==> src/design/ehcic_pkg.sv <==
package ehcic_pkg;
    // Register byte offset from the operational base
    localparam logic [7:0] USB_COMMAND_OFFSET = 8'h20;
    // Field positions
    localparam int THRESHOLD_LSB = 16;
    localparam int LIGHT_RESET_BIT = 7;
    localparam int DOORBELL_BIT = 6;
    localparam int ASYNC_ENABLE_BIT = 5;
    localparam int PERIODIC_ENABLE_BIT = 4;
    // Reset values
    localparam logic [7:0] THRESHOLD_RESET = 8'h08;
    localparam logic [31:0] USB_COMMAND_RESET = 32'h0008_0000;
    // Threshold codes in microframes
    localparam logic [7:0] THRESHOLD_RESERVED = 8'h00;
    localparam logic [7:0] THRESHOLD_MAX = 8'h40;
    // Microframe is 125 us; cycles at 25 MHz
    localparam int MICROFRAME_NS = 125000;
    localparam int CLK_PERIOD_NS = 40;
    localparam int MICROFRAME_CYCLES = MICROFRAME_NS / CLK_PERIOD_NS;
    // Light reset and cache eviction durations in cycles
    localparam logic [7:0] LIGHT_RESET_CYCLES = 8'h10;
    localparam logic [7:0] EVICT_CYCLES = 8'h04;

    typedef struct packed {
        logic        write;
        logic        read;
        logic [7:0]  addr;
        logic [31:0] wdata;
    } ehcic_req_t;

    typedef enum logic [1:0] {
        EHCIC_IDLE = 2'b00,
        EHCIC_EVICT = 2'b01,
        EHCIC_WAIT_BOUNDARY = 2'b10
    } ehcic_door_state_t;
endpackage

==> src/design/ehcic_command.sv <==
`timescale 1ns/1ps
// What this block does
// - Interrupt threshold field defaults to 8; codes 1,2,4,8,16,32; zero reserved.
// - Threshold code 40h (64 microframes, 8 ms) is also accepted.
// - If light reset were absent its bit would read zero.
// - Light reset resets the core but not ports or companion hand-off.
// - Light reset bit reads one while in progress, zero when done.
// - After doorbell, evict cached state, then set async advance status.
// - Status set raises interrupt at next threshold boundary if enabled.
// - Async schedule enable resets zero; one fetches from async list address.
// - Periodic schedule enable resets zero; one fetches from periodic list base.
module ehcic_command (
    input wire logic clk_i,
    input wire logic reset_i,
    input wire ehcic_pkg::ehcic_req_t req_i,
    input wire logic controller_halted_flag_i,
    input wire logic async_advance_int_enable_i,
    input wire logic async_advance_status_clear_i,
    output logic [31:0] rdata_o,
    output logic async_advance_status_o,
    output logic async_advance_irq_o,
    output logic async_schedule_enable_o,
    output logic periodic_schedule_enable_o,
    output logic core_reset_o,
    output logic evict_cache_o
);
    logic [7:0] interrupt_threshold_reg;
    logic light_reset_reg;
    logic [7:0] light_count_reg;
    logic doorbell_reg;
    logic async_en_reg;
    logic periodic_en_reg;
    logic [3:0] low_bits_reg;
    logic status_reg;
    logic irq_reg;
    logic [12:0] uframe_count_reg;
    logic [7:0] uframe_tick_reg;
    logic [7:0] evict_count_reg;
    logic boundary;
    logic cmd_write;
    ehcic_pkg::ehcic_door_state_t door_state_reg;

    function automatic logic threshold_valid(input logic [7:0] code);
        threshold_valid = (code != ehcic_pkg::THRESHOLD_RESERVED)
            && ((code & (code - 8'h01)) == 8'h00)
            && (code <= ehcic_pkg::THRESHOLD_MAX);
    endfunction

    assign cmd_write = req_i.write && (req_i.addr == ehcic_pkg::USB_COMMAND_OFFSET);

    // Threshold written only while halted; invalid codes are refused
    always_ff @(posedge clk_i)
    begin
        if (reset_i || light_reset_reg)
        begin
            interrupt_threshold_reg <= ehcic_pkg::THRESHOLD_RESET;
        end
        else if (cmd_write && controller_halted_flag_i
            && threshold_valid(req_i.wdata[ehcic_pkg::THRESHOLD_LSB +: 8]))
        begin
            interrupt_threshold_reg <= req_i.wdata[ehcic_pkg::THRESHOLD_LSB +: 8];
        end
    end

    // Schedule enables and the remaining low command bits
    always_ff @(posedge clk_i)
    begin
        if (reset_i || light_reset_reg)
        begin
            async_en_reg <= 1'b0;
            periodic_en_reg <= 1'b0;
            low_bits_reg <= 4'h0;
        end
        else if (cmd_write)
        begin
            async_en_reg <= req_i.wdata[ehcic_pkg::ASYNC_ENABLE_BIT];
            periodic_en_reg <= req_i.wdata[ehcic_pkg::PERIODIC_ENABLE_BIT];
            low_bits_reg <= req_i.wdata[3:0];
        end
    end

    // Light reset: core only, port state lives outside this block
    always_ff @(posedge clk_i)
    begin
        if (reset_i)
        begin
            light_reset_reg <= 1'b0;
            light_count_reg <= 8'h00;
        end
        else if (light_reset_reg)
        begin
            light_count_reg <= light_count_reg - 8'h01;
            if (light_count_reg == 8'h01)
            begin
                light_reset_reg <= 1'b0;
            end
        end
        else if (cmd_write && req_i.wdata[ehcic_pkg::LIGHT_RESET_BIT])
        begin
            light_reset_reg <= 1'b1;
            light_count_reg <= ehcic_pkg::LIGHT_RESET_CYCLES;
        end
    end

    // Microframe and threshold boundary timing
    always_ff @(posedge clk_i)
    begin
        if (reset_i || light_reset_reg)
        begin
            uframe_count_reg <= 13'h0000;
            uframe_tick_reg <= 8'h00;
        end
        else if (uframe_count_reg == 13'(ehcic_pkg::MICROFRAME_CYCLES - 1))
        begin
            uframe_count_reg <= 13'h0000;
            if (uframe_tick_reg >= interrupt_threshold_reg - 8'h01)
            begin
                uframe_tick_reg <= 8'h00;
            end
            else
            begin
                uframe_tick_reg <= uframe_tick_reg + 8'h01;
            end
        end
        else
        begin
            uframe_count_reg <= uframe_count_reg + 13'h0001;
        end
    end

    assign boundary = (uframe_count_reg == 13'(ehcic_pkg::MICROFRAME_CYCLES - 1))
        && (uframe_tick_reg >= interrupt_threshold_reg - 8'h01);

    // Doorbell sequence: evict, then set status
    always_ff @(posedge clk_i)
    begin
        if (reset_i || light_reset_reg)
        begin
            door_state_reg <= ehcic_pkg::EHCIC_IDLE;
            doorbell_reg <= 1'b0;
            evict_count_reg <= 8'h00;
        end
        else
        begin
            unique case (door_state_reg)
                ehcic_pkg::EHCIC_IDLE:
                begin
                    if (cmd_write && req_i.wdata[ehcic_pkg::DOORBELL_BIT])
                    begin
                        doorbell_reg <= 1'b1;
                        evict_count_reg <= ehcic_pkg::EVICT_CYCLES;
                        door_state_reg <= ehcic_pkg::EHCIC_EVICT;
                    end
                end
                ehcic_pkg::EHCIC_EVICT:
                begin
                    evict_count_reg <= evict_count_reg - 8'h01;
                    if (evict_count_reg == 8'h01)
                    begin
                        doorbell_reg <= 1'b0;
                        door_state_reg <= ehcic_pkg::EHCIC_WAIT_BOUNDARY;
                    end
                end
                ehcic_pkg::EHCIC_WAIT_BOUNDARY:
                begin
                    door_state_reg <= ehcic_pkg::EHCIC_IDLE;
                end
                default:
                begin
                    door_state_reg <= ehcic_pkg::EHCIC_IDLE;
                end
            endcase
        end
    end

    // Status flag: set wins over clear
    always_ff @(posedge clk_i)
    begin
        if (reset_i || light_reset_reg)
        begin
            status_reg <= 1'b0;
        end
        else if (door_state_reg == ehcic_pkg::EHCIC_WAIT_BOUNDARY)
        begin
            status_reg <= 1'b1;
        end
        else if (async_advance_status_clear_i)
        begin
            status_reg <= 1'b0;
        end
    end

    // Interrupt at threshold boundary while status set and enabled
    always_ff @(posedge clk_i)
    begin
        if (reset_i || light_reset_reg)
        begin
            irq_reg <= 1'b0;
        end
        else if (!status_reg || !async_advance_int_enable_i)
        begin
            irq_reg <= 1'b0;
        end
        else if (boundary)
        begin
            irq_reg <= 1'b1;
        end
    end

    // Read data; reserved bits read zero
    always_ff @(posedge clk_i)
    begin
        if (reset_i)
        begin
            rdata_o <= ehcic_pkg::USB_COMMAND_RESET;
        end
        else if (req_i.read && req_i.addr == ehcic_pkg::USB_COMMAND_OFFSET)
        begin
            rdata_o <= {8'h00, interrupt_threshold_reg, 8'h00,
                light_reset_reg, doorbell_reg, async_en_reg,
                periodic_en_reg, low_bits_reg};
        end
        else
        begin
            rdata_o <= 32'h0000_0000;
        end
    end

    always_ff @(posedge clk_i)
    begin
        if (reset_i)
        begin
            async_advance_status_o <= 1'b0;
            async_advance_irq_o <= 1'b0;
            async_schedule_enable_o <= 1'b0;
            periodic_schedule_enable_o <= 1'b0;
            core_reset_o <= 1'b0;
            evict_cache_o <= 1'b0;
        end
        else
        begin
            async_advance_status_o <= status_reg;
            async_advance_irq_o <= irq_reg;
            async_schedule_enable_o <= async_en_reg;
            periodic_schedule_enable_o <= periodic_en_reg;
            core_reset_o <= light_reset_reg;
            evict_cache_o <= (door_state_reg == ehcic_pkg::EHCIC_EVICT);
        end
    end
endmodule

==> config.mk <==
export PLATFORM = sky130hd
export DESIGN_NAME = ehcic_command
export DESIGN_NICKNAME = d
export VERILOG_FILES = /design/src/design/ehcic_pkg.sv /design/src/design/ehcic_command.sv
export SDC_FILE = /design/constraint.sdc
export NUM_CORES = 1
export LEC_CHECK = 0
export ABC_AREA = 1
export BUFFER_PORTS_ARGS = -buffer_cell sky130_fd_sc_hd__buf_2
export CORE_UTILIZATION = 55
export CTS_BUF_LIST = sky130_fd_sc_hd__clkbuf_2 sky130_fd_sc_hd__clkbuf_4 sky130_fd_sc_hd__clkbuf_8
export CTS_CLUSTER_DIAMETER = 50
export DETAILED_ROUTE_END_ITERATION = 6
export PLACE_DENSITY = 0.81
export SLEW_MARGIN = 20
export SYNTH_ARGS = -nofsm -noshare
export SYNTH_HDL_FRONTEND = slang
export SYNTH_SLANG_ARGS = --single-unit
==> constraint.sdc <==
create_clock -name clk_i -period 3.9 [get_ports clk_i]
set_input_delay 0.195 -clock clk_i [delete_from_list [all_inputs] [get_ports clk_i]]
set_output_delay 0.195 -clock clk_i [all_outputs]
set_load 0.01 [all_outputs]
---- Yosys cells after proc, flatten, opt, wreduce, memory -nomap -nowiden ----
Cells that the tools add are included.
word-level totals
  register bits ........................... 95
  bits in latches ......................... 0
  bits in writable memories ............... 0
  ROM bits ................................ 0
  output and inout bits ................... 38
  word-level logic and storage cells ...... 81
  memories kept ........................... 0
cells by class
  add/sub/neg operators ................... 6
  multipliers ............................. 0
  divide/modulo/power cells ............... 0
  order comparisons ....................... 2
  equality and inequality tests ........... 8
  shift-type cells ........................ 0
  mux-type cells .......................... 17
  bitwise logic cells ..................... 2
  reductions and logical operators ........ 25
operators with widths
  operator                                                                          count
  8-bit 2-to-1 mux                                                                  4
  8-bit by 1-bit subtractor with 8-bit output, second input constant                4
  20-bit 2-to-1 mux                                                                 1
  8-bit by 1-bit equality test with 1-bit output, second input constant             2
  8-bit one-hot mux with 2 select lines                                             1
  13-bit by 1-bit adder with 13-bit output, second input constant                   1
  13-bit by 12-bit equality test with 1-bit output, second input constant           1
  1-bit logical AND                                                                 9
  8-bit by 1-bit adder with 8-bit output, second input constant                     1
  8-bit bitwise AND                                                                 1
  8-bit by 6-bit equality test with 1-bit output, second input constant             1
  8-bit >= comparator                                                               1
  8-bit by 7-bit less-or-equal comparator with 1-bit output, second input constant  1
  8-bit logical NOT                                                                 1
  8-bit nonzero test                                                                1
  1-bit 2-to-1 mux                                                                  7
  2-bit nonzero test                                                                3
  2-bit OR reduction                                                                3
  2-bit 2-to-1 mux                                                                  2
  2-bit != test, second input constant                                              2
  2-bit one-hot mux with 2 select lines                                             1
  2-bit AND reduction                                                               2
  3-bit AND reduction                                                               1
  2-bit by 1-bit equality test with 1-bit output, second input constant             1
  other kinds (6)                                                                   8

---- Longest topological paths before layout ----
Gate-level depths: netlist of the first run.
  depth after elaboration ................. 6
  depth in mapped cells ................... 14
  mapped depth without buffers ............ 14

---- Worst setup path after synthesis of the first run ----
OpenSTA, ideal clock, no wires.
  path type ............................... register to register
  start ................................... register interrupt_threshold_reg[0]
  end ..................................... register uframe_tick_reg[4]
  setup time .............................. 0.121 ns
  arrival time ............................ 1.938 ns
  data required time ...................... 3.779 ns
  setup slack ............................. 1.841 ns
  stages on the path, launching flop included .. 15
  period minus slack after synthesis ...... 2.059 ns
  cell sequence ........................... dfxtp_1 > inv_1 > ha_1 > nand3_1 > nor3_1 > xor2_1 > inv_1 > ha_1 > nand2_1 > nor2_1 > nand4_1 > nand3_1 > nand2_1 > nand2_1 > nor2_1
between the ends
  word-level cells in the longest chain between the ends .. 3
ends and longest elaborated chain
  what                                         line                  source
  start: declaration                           ehcic_command.sv:27   logic [7:0] interrupt_threshold_reg;
  start signal: assignment                     ehcic_command.sv:56   interrupt_threshold_reg <= ehcic_pkg::THRESHOLD_RESET;
  start signal: assignment                     ehcic_command.sv:61   interrupt_threshold_reg <= req_i.wdata[ehcic_pkg::THRESHOLD_LSB +: 8];
  8-bit by 1-bit subtractor with 8-bit output  ehcic_command.sv:116  if (uframe_tick_reg >= interrupt_threshold_reg - 8'h01)
  8-bit >= comparator                          ehcic_command.sv:116
  8-bit 2-to-1 mux                             ehcic_command.sv:116
  end signal: assignment                       ehcic_command.sv:122  uframe_tick_reg <= uframe_tick_reg + 8'h01;
  end: declaration                             ehcic_command.sv:37   logic [7:0] uframe_tick_reg;
No other way between the ends.
A chain may end at the register's enable or synchronous reset.

---- Worst setup path after layout of the first run ----
  start ................................... register interrupt_threshold_reg[0]
  end ..................................... register uframe_tick_reg[7]
Same word-level chain as after synthesis.

==> reports/metrics.csv, run 1 <==
stage,metric,value,unit
floorplanning,Die Span Y,85.78,um
route,final wirelength,7.876,mm
floorplanning,Rows,30,
critical_path,crit path launch type,flip-flop,
sta,Final Hold Viols,0,
global_route,first-pass GRT wire length,13.21,mm
global_route,all-layer global routing usage,0.2279,
pwr,Max IR drop VDD,0.2274,mV
layout,# diodes,0,
critical_path,crit path cell chain,"inv_1, ha_1, nand3_1, nor3_1, xor2_1, inv_1, ha_1, nand2_1, nor2_1, nand4_1, nand3_1, nand2_1, nand2_1, nor2_1",
synth,Ys Warns,0,
floorplanning,Die Wd,85.78,um
sta,Fin Clk Skew,0.01494,ns
layout,Layout area overhead,13.29,%
route,DRC,0,
critical_path,CP required,4.13,ns
clocking,Skew-Pair Late Insertion Delay,0.36,ns
synth,Netlist cell types,38,
clocking,clock-pin slew on the worst setup and hold paths,0.09,ns
clocking,H-tree Lvls,3,
critical_path,crit path max fanout,8,
layout,layout cells sized above 1,0.1698,
route,DR WL/cell,11.60,um
sta,Tmin final,2.428,ns
floorplanning,area of the die,7357,sq um
route,drt first pass iters,4,
placed_design,Area after DPL,4149,sq um
hold_path,hold crit path type,in2reg,
sta,Worst slew margin,0.5574,
sta,fin crit share,0.6226,
clocking,clk root buf,clkbuf_8,
global_route,vias in the first global route,3134,
critical_path,Worst Setup End Kind,flip-flop,
sta,Max Clock Freq,411.8,MHz
floorplanning,core area,6794,sq um
critical_path,WP data arrival,2.66,ns
clocking,CTS tree,built,
clocking,clock buffer depth,2,
layout,"commonest cells after routing, fill and taps aside","nor2_1, dfxtp_1, inv_1",
global_route,largest net degree at the start of global routing,26,
sta,fin worst setup slack,1.472,ns
route,metal3 WL,385,um
synth,Mean Syn Cell Area,7.409,sq um
clocking,clock sinks,79,
route,Met1 Wirelength,3.429,mm
route,post-DR vias/cell,4.913,
route,via count,3336,
synth,Post-Synthesis Cells,521,
clocking,postcts setup bufs,0,
route,DRT antenna net count,0,
sta,RSZ-0062 raised after global routing,false,
pwr,Leakage,1.988,nW
layout,fillers,616,
sta,Setup TNS,0,ns
outcome,status,completed,
synth,#FFs+latches synth,79,
critical_path,CP bufs+invs,2,
placed_design,dpl ws,1.498,ns
layout,"commonest non-fill, non-tap cell in the layout",nor2_1,
critical_path,critical path class,reg2reg,
synth,Post-Syn Area,3860,sq um
global_route,grt total ovfl,0,
route,drt initial violations,160,
placed_design,Final GP Congestion,0.8302,
synth,"Seq/Total Area, Yosys",0.4097,
layout,Largest register FFs,16,
critical_path,Crit path max-delay family,simple AND/OR/NAND/NOR gates,
critical_path,slowest CP cell,dfxtp_1,
placed_design,Port Buffer Count,52,
pwr,total chip power,0.001566,W
layout,# nets final,641,
route,Met2 Wirelength,3.930,mm
clocking,post-cts resize count,0,
clocking,CTS Hold Bufs,0,
clocking,CTS Buf Count,9,
floorplanning,# IOs,85,
pwr,PD cells,358.1,nW/um^2
critical_path,Crit path largest cell delay,0.32,ns
global_route,initial antenna violation count,0,
sta,# setup viols final,0,
sta,Worst-Margin Slew,0.6620,ns
floorplanning,Initial Util,0.5681,
layout,design area,4373,sq um
placed_design,DPL Wire Length,5.856,mm
route,DR top layer,met4,
critical_path,CP dominant cell by count,nand2_1,
sta,pins over their slew limit,0,
run,Max Cap Viol,0,
[cells in the mapped netlist]
| cell | count | area (sq um) |
|---|---|---|
| ha_1 | 16 | 200.2 |
| nand2_2 | 3 | 18.77 |
| inv_6 | 1 | 8.760 |
| nand3b_1 | 1 | 7.510 |
| nor2_1 | 83 | 311.6 |
| nand4_1 | 17 | 106.4 |
| conb_1 | 1 | 3.750 |
| o22ai_1 | 2 | 12.51 |
| nor2_2 | 4 | 25.02 |
| nor2_8 | 3 | 60.06 |
| buf_4 | 16 | 120.1 |
| o21ai_1 | 3 | 15.01 |
| nor4_1 | 2 | 12.51 |
| nor3_2 | 3 | 30.03 |
| nand2_1 | 75 | 281.5 |
| inv_2 | 7 | 26.28 |
| nor2_4 | 1 | 11.26 |
| nand3_2 | 4 | 40.04 |
| nand3_1 | 25 | 125.1 |
| a22oi_1 | 1 | 7.510 |
| nand2_4 | 2 | 22.52 |
| inv_1 | 76 | 285.3 |
| xnor2_1 | 1 | 8.760 |
| a21o_1 | 1 | 7.510 |
| o21ai_0 | 24 | 120.1 |
| xor2_1 | 9 | 78.83 |
| clkbuf_1 | 3 | 11.26 |
| or2_1 | 1 | 6.260 |
| a21oi_1 | 36 | 180.2 |
| o21a_1 | 1 | 7.510 |
| nor3b_1 | 2 | 15.01 |
| a21boi_2 | 1 | 11.26 |
| o211ai_1 | 1 | 7.510 |
| buf_2 | 2 | 10.01 |
| dfxtp_1 | 79 | 1582 |
| clkbuf_8 | 1 | 13.76 |
| nor3_1 | 12 | 60.06 |
| o21ai_2 | 1 | 8.760 |
[worst register-to-register path, cell delays in order, from the launching register on]
cell,delay (ns)
dfxtp_1,0.32
inv_1,0.14
ha_1,0.21
nand3_1,0.14
nor3_1,0.20
xor2_1,0.16
inv_1,0.06
ha_1,0.26
nand2_1,0.06
nor2_1,0.15
nand4_1,0.10
nand3_1,0.10
nand2_1,0.08
nand2_1,0.23
nor2_1,0.09
[path summary, 6_finish.rpt]
kind | to | cells past startpoint | slack [ns] | from
max reg2reg | uframe_tick_reg[7] | 14 | 1.47 | interrupt_threshold_reg[0]
min | status_reg | 2 | 0.02 | async_advance_status_clear_i
max | uframe_tick_reg[7] | 14 | 1.47 | interrupt_threshold_reg[0]
min reg2reg | rdata_o[6] | 2 | 0.44 | doorbell_reg
[report_power, final]
part | internal [W] | switching, W
Combinational | 0.0000246 | 0.0000484
Sequential | 0.000809 | 0.00000354
Clock | 0.000371 | 0.000309
[metrics by stage]
stage	utilization	std cells	hold WS, ns
CTS	0.6436	679	0.01139
detailed placement	0.6107	663	0.3988
finish	0.6436	679	0.02192
floorplan	-	536	0.3059
global route	0.6436	679	0.006410
global placement	0.6107	663	0.3950
[kinds of logic after synthesis]
| kind of cell | Yosys count | share of synthesized area |
|---|---|---|
| AND/OR/NAND/NOR | 238 | 0.2937 |
| buffers and inverters | 106 | 0.1232 |
| flip-flops | 79 | 0.4097 |
| AO/OA/AOI/OAI | 71 | 0.09789 |
| adder cells (fa/ha/maj) | 16 | 0.05186 |
| XOR/XNOR | 10 | 0.02269 |
| other | 1 | 0.0009715 |
[final cells by class]
class | instances | area (sq um) | area share
clock buffer | 10 | 131.4 | 0.03004
clock inverter | 6 | 92.59 | 0.02117
inverter | 84 | 320.3 | 0.07325
multi-input combinational | 351 | 1859 | 0.4252
sequential | 79 | 1582 | 0.3617
tap | 96 | 120.1 | 0.02747
timing repair buffer | 53 | 267.8 | 0.06123
[metal layers]
metal / GRT usage / vias up
met1: 0.2577 / 1488
li1: - / 1747
met3: 0.06449 / 8
met4: 0.08030 / 0
met2: 0.4102 / 93
met5: 0 / -
No activity file was read; power rests on OpenSTA's default activity.
==> run 2, diff against run 1 <==
- clock period: 3.9 -> 2.4 ns (I/O delays scaled with it)
==> reports/metrics.csv, run 2 (synthesis results as in run 1) <==
stage,metric,value,unit,change
route,drt initial violations,155,,was 160
global_route,vias in the first global route,3113,,"was 3,134"
layout,design area,4353,sq um,was 4373 sq um
layout,"commonest cells after routing, fill and taps aside","nor2_1, dfxtp_1, inv_1",,unchanged
floorplanning,Rows,30,,unchanged
pwr,PD cells,540.1,nW/um^2,was 358.1 nW/um^2
layout,multi-input logic area,1867,sq um,was 1859 sq um
clocking,clock-pin slew on the worst setup and hold paths,0.09,ns,about the same
clocking,postcts setup bufs,0,,unchanged
sta,Worst-Margin Slew,0.5776,ns,was 0.6620 ns
route,via count,3369,,"was 3,336"
layout,"commonest non-fill, non-tap cell in the layout",nor2_1,,unchanged
layout,Register Area,1582,sq um,unchanged
layout,# diodes,0,,unchanged
clocking,clock sinks,79,,unchanged
hold_path,Hold Path Cell Cnt,3,,was 2
critical_path,crit path max fanout,8,,unchanged
critical_path,crit path launch type,flip-flop,,unchanged
floorplanning,# IOs,85,,unchanged
clocking,Skew-Pair Late Insertion Delay,0.36,ns,about the same
global_route,grt total ovfl,0,,unchanged
placed_design,Port Buffer Count,52,,unchanged
hold_path,hold crit path type,in2reg,,unchanged
sta,Final Hold Viols,0,,unchanged
placed_design,DPL Wire Length,5.604,mm,was 5.856 mm
sta,# setup viols final,0,,unchanged
critical_path,Worst Reg-to-Reg Cells,14,,unchanged
placed_design,Area after DPL,4156,sq um,was 4149 sq um
global_route,first-pass GRT wire length,12.78,mm,was 13.21 mm
placed_design,dpl ws,0.06376,ns,was 1.498 ns
critical_path,Worst Setup End Kind,flip-flop,,unchanged
sta,WHS,0.02659,ns,was 0.02192 ns
route,DRC,0,,unchanged
pwr,Leakage,1.977,nW,was 1.988 nW
clocking,clock buffer depth,2,,unchanged
route,DRT antenna net count,0,,unchanged
route,DR WL/cell,11.12,um,was 11.60 um
outcome,status,completed,,unchanged
route,drt first pass iters,4,,unchanged
clocking,clk root buf,clkbuf_8,,unchanged
layout,final core utilization,0.6407,,was 0.6436
sta,Tmin final,2.236,ns,was 2.428 ns
sta,Max Clock Freq,447.3,MHz,was 411.8 MHz
layout,Layout area overhead,12.77,%,was 13.29%
sta,RSZ-0062 raised after global routing,false,,unchanged
floorplanning,core area,6794,sq um,unchanged
sta,fin worst setup slack,0.1644,ns,was 1.472 ns
clocking,H-tree Lvls,3,,unchanged
clocking,CTS tree,built,,unchanged
sta,Fin Clk Skew,0.01054,ns,was 0.01494 ns
sta,Worst slew margin,0.6139,,was 0.5574
critical_path,WP data arrival,2.49,ns,was 2.66 ns
floorplanning,area of the die,7357,sq um,unchanged
sta,Setup TNS,0,ns,unchanged
floorplanning,Die Span Y,85.78,um,unchanged
clocking,CTS Buf Count,9,,unchanged
pwr,Max IR drop VDD,0.2962,mV,was 0.2274 mV
run,Max Cap Viol,0,,unchanged
critical_path,critical path class,reg2reg,,unchanged
route,post-DR vias/cell,4.947,,was 4.913
global_route,initial antenna violation count,0,,unchanged
placed_design,Final GP Congestion,0.8306,,was 0.8302
layout,# nets final,643,,was 641
critical_path,CP required,2.65,ns,was 4.13 ns
floorplanning,Die Wd,85.78,um,unchanged
global_route,all-layer global routing usage,0.2201,,was 0.2279
sta,fin crit share,0.9315,,was 0.6226
sta,pins over their slew limit,0,,unchanged
layout,layout cells sized above 1,0.1726,,was 0.1698
floorplanning,Initial Util,0.5681,,unchanged
layout,Largest register FFs,16,,unchanged
route,final wirelength,7.576,mm,was 7.876 mm
global_route,largest net degree at the start of global routing,24,,was 26
layout,fillers,626,,was 616
-- run 2: what timing repair did --
action	4_1_cts	5_1_grt
resized for setup	0	2
hold buffers	1	0
setup endpoints to repair	0	8
endpoints found under the hold margin	1	0
-- run 2: area by class of cell --
cell class | count | share of cell area
Clock buffer | 9 | 0.02846
Clock inverter | 7 | 0.01265
Inverter | 84 | 0.07358
Multi-Input combinational cell | 351 | 0.4289
Sequential cell | 79 | 0.3633
Tap cell | 96 | 0.02759
Timing Repair Buffer | 55 | 0.06554
-- run 2: path summary, 6_finish.rpt --
kind / from / endpoint / slack [ns]
worst max-delay path: interrupt_threshold_reg[1] / uframe_tick_reg[4] / 0.16
worst min-delay path: async_advance_int_enable_i / irq_reg / 0.03
worst max register to register: interrupt_threshold_reg[1] / uframe_tick_reg[4] / 0.16
worst min register to register: status_reg / async_advance_status_o / 0.44
-- run 2: metrics by stage --
| stage | std cells | total power, W |
|---|---|---|
| 6_report | 681 | 0.002351 |
| 5_1_grt | 681 | 0.002438 |
| 4_1_cts | 681 | 0.002368 |
| 3_5_place_dp | 664 | 0.001470 |
| 3_3_place_gp | 664 | 0.001467 |
| 2_1_floorplan | 536 | 0.001447 |
-- run 2: critical path, cell delays in order (launching register included) --
cell and delay (ns):
dfxtp_1 0.34, inv_1 0.08, ha_1 0.18, nand3_1 0.13, nor3_1 0.19, xor2_1 0.16
inv_1 0.06, ha_1 0.27, nand2_1 0.07, nor2_1 0.16, nand4_1 0.10, nand3_1 0.09
nand2_1 0.11, nand2_4 0.13, nor2_1 0.06
-- run 2: layer usage --
layer | up-vias | GRT usage | part of all wire
li1 | 1750 | - | -
met5 | - | 0 | 0
met1 | 1514 | 0.2485 | 0.45
met3 | 12 | 0.06545 | 0.055
met4 | 0 | 0.09242 | 0.017
met2 | 93 | 0.3869 | 0.48
-- run 2: power breakdown --
| group | internal (W) | leakage, nW | switching, W | total, W |
|---|---|---|---|---|
| clock network | 0.000386 | 0.0866 | 0.000524 | 0.000910 |
| logic | 0.0000415 | 1.25 | 0.0000783 | 0.000120 |
| registers | 0.00132 | 0.637 | 0.00000584 | 0.00132 |
==> run 3, diff against run 2 <==
- CAP_MARGIN: not set -> 10
- MAX_ROUTING_LAYER: not set -> met4
- TNS_END_PERCENT: not set -> 20
==> reports/metrics.csv, run 3 (synthesis results as in run 1) <==
stage,metric,value,unit,change
outcome,status,completed,,unchanged
sta,Tmin final,2.234,ns,was 2.236 ns
layout,final core utilization,0.6407,,unchanged
layout,Largest register FFs,16,,unchanged
global_route,vias in the first global route,3114,,"was 3,113"
floorplanning,Die Wd,85.78,um,unchanged
floorplanning,area of the die,7357,sq um,unchanged
global_route,initial antenna violation count,0,,unchanged
clocking,clock buffer depth,2,,unchanged
route,post-DR vias/cell,4.956,,was 4.947
pwr,Leakage,1.977,nW,unchanged
route,DRT antenna net count,0,,unchanged
layout,fillers,626,,unchanged
route,via count,3375,,"was 3,369"
sta,fin crit share,0.9310,,was 0.9315
placed_design,DPL Wire Length,5.604,mm,unchanged
critical_path,crit path launch type,flip-flop,,unchanged
layout,# nets final,643,,unchanged
layout,Layout area overhead,12.77,%,unchanged
route,DRC,0,,unchanged
layout,"commonest cells after routing, fill and taps aside","nor2_1, dfxtp_1, inv_1",,unchanged
layout,layout cells sized above 1,0.1726,,unchanged
clocking,clk root buf,clkbuf_8,,unchanged
global_route,largest net degree at the start of global routing,24,,unchanged
floorplanning,Initial Util,0.5681,,unchanged
placed_design,Final GP Congestion,0.8432,,was 0.8306
route,drt first pass iters,4,,unchanged
critical_path,Worst Setup End Kind,flip-flop,,unchanged
clocking,postcts setup bufs,0,,unchanged
clocking,CTS Buf Count,9,,unchanged
global_route,all-layer global routing usage,0.2263,,was 0.2201
clocking,clock sinks,79,,unchanged
sta,pins over their slew limit,0,,unchanged
pwr,Switching Fraction,0.2579,,was 0.2588
critical_path,Worst Reg-to-Reg Cells,14,,unchanged
route,final wirelength,7.547,mm,was 7.576 mm
critical_path,CP required,2.65,ns,about the same
layout,"commonest non-fill, non-tap cell in the layout",nor2_1,,unchanged
floorplanning,core area,6794,sq um,unchanged
sta,# setup viols final,0,,unchanged
pwr,Psw,0.0006055,W,was 0.0006085 W
route,DR WL/cell,11.08,um,was 11.12 um
placed_design,Port Buffer Count,52,,unchanged
sta,Worst-Margin Slew,0.5659,ns,was 0.5776 ns
sta,WHS,0.02727,ns,was 0.02659 ns
critical_path,crit path max fanout,8,,unchanged
critical_path,critical path class,reg2reg,,unchanged
global_route,first-pass GRT wire length,12.77,mm,was 12.78 mm
layout,# diodes,0,,unchanged
pwr,Int Pwr,0.001742,W,about the same
sta,Max Clock Freq,447.5,MHz,was 447.3 MHz
sta,Fin Clk Skew,0.008552,ns,was 0.01054 ns
hold_path,Hold Path Cell Cnt,3,,unchanged
clocking,CTS tree,built,,unchanged
sta,Setup TNS,0,ns,unchanged
hold_path,hold crit path type,in2reg,,unchanged
floorplanning,Rows,30,,unchanged
pwr,Seq pwr share,0.563,,was 0.562
clocking,Skew-Pair Late Insertion Delay,0.36,ns,about the same
global_route,grt total ovfl,0,,unchanged
pwr,Clock Power Share,0.386,,was 0.387
pwr,Max IR drop VDD,0.2926,mV,was 0.2962 mV
sta,RSZ-0062 raised after global routing,false,,unchanged
critical_path,WP data arrival,2.49,ns,about the same
run,Max Cap Viol,0,,unchanged
pwr,Comb pwr share,0.051,,about the same
floorplanning,# IOs,85,,unchanged
pwr,PD cells,539.4,nW/um^2,was 540.1 nW/um^2
clocking,clock-pin slew on the worst setup and hold paths,0.09,ns,about the same
floorplanning,Die Span Y,85.78,um,unchanged
sta,Worst slew margin,0.6217,,was 0.6139
sta,Final Hold Viols,0,,unchanged
clocking,H-tree Lvls,3,,unchanged
route,drt initial violations,143,,was 155
-- run 3: area by class of cell --
class / instances / area (sq um) / share of cell area
Clock buffer: 9 / 123.9 / 0.02846
Tap cell: 96 / 120.1 / 0.02759
Sequential cell: 79 / 1582 / 0.3633
Multi-Input combinational cell: 351 / 1867 / 0.4289
Timing Repair Buffer: 55 / 285.3 / 0.06554
Inverter: 84 / 320.3 / 0.07358
Clock inverter: 7 / 55.05 / 0.01265
-- run 3: metrics by stage --
stage	setup WS [ns]	std cells	power, W	area, sq um
after global routing	0.001453	681	0.002436	4353
after detailed placement	0.06376	664	0.001470	4156
after CTS	0.04057	681	0.002368	4345
after floorplan	0.3412	536	0.001447	3916
final	0.1655	681	0.002348	4353
after global placement	0.2100	664	0.001467	4156
-- run 3: critical path: stages (launching register included) --
cell and delay [ns]:
dfxtp_1 0.34, inv_1 0.08, ha_1 0.19, nand3_1 0.13, nor3_1 0.19, xor2_1 0.16, inv_1 0.06, ha_1 0.27
nand2_1 0.07, nor2_1 0.16, nand4_1 0.10, nand3_1 0.09, nand2_1 0.11, nand2_4 0.13, nor2_1 0.06
-- run 3: power groups by stage --
stage               Sequential [W]  Clock, W  Combinational [W]
floorplan                  0.00135         0          0.0000957
global placement           0.00135         0           0.000115
detailed placement         0.00135         0           0.000118
CTS                        0.00132  0.000928           0.000119
global route               0.00132  0.000979           0.000134
finish                     0.00132  0.000907           0.000120
-- run 3: layer usage --
layer  share of wire  global-route usage  vias up
met1            0.44              0.2485     1514
met2            0.48              0.3876       91
met5               0                   -        -
li1                -                   -     1752
met3           0.057             0.06256       18
met4           0.019             0.09242        0
-- run 3: worst paths after layout --
path	startpoint	endpoint	slack, ns
hold / removal	async_advance_int_enable_i	irq_reg	0.03
hold reg to reg	status_reg	async_advance_status_o	0.44
setup / recovery	interrupt_threshold_reg[1]	uframe_tick_reg[4]	0.17
setup reg to reg	interrupt_threshold_reg[1]	uframe_tick_reg[4]	0.17
-- run 3: repair_timing --
action / 4_1_cts / 5_1_grt
gates resized for setup: 0 / 2
endpoints found under the hold margin: 1 / 0
setup endpoints to repair: 0 / 8
hold buffers: 1 / 0
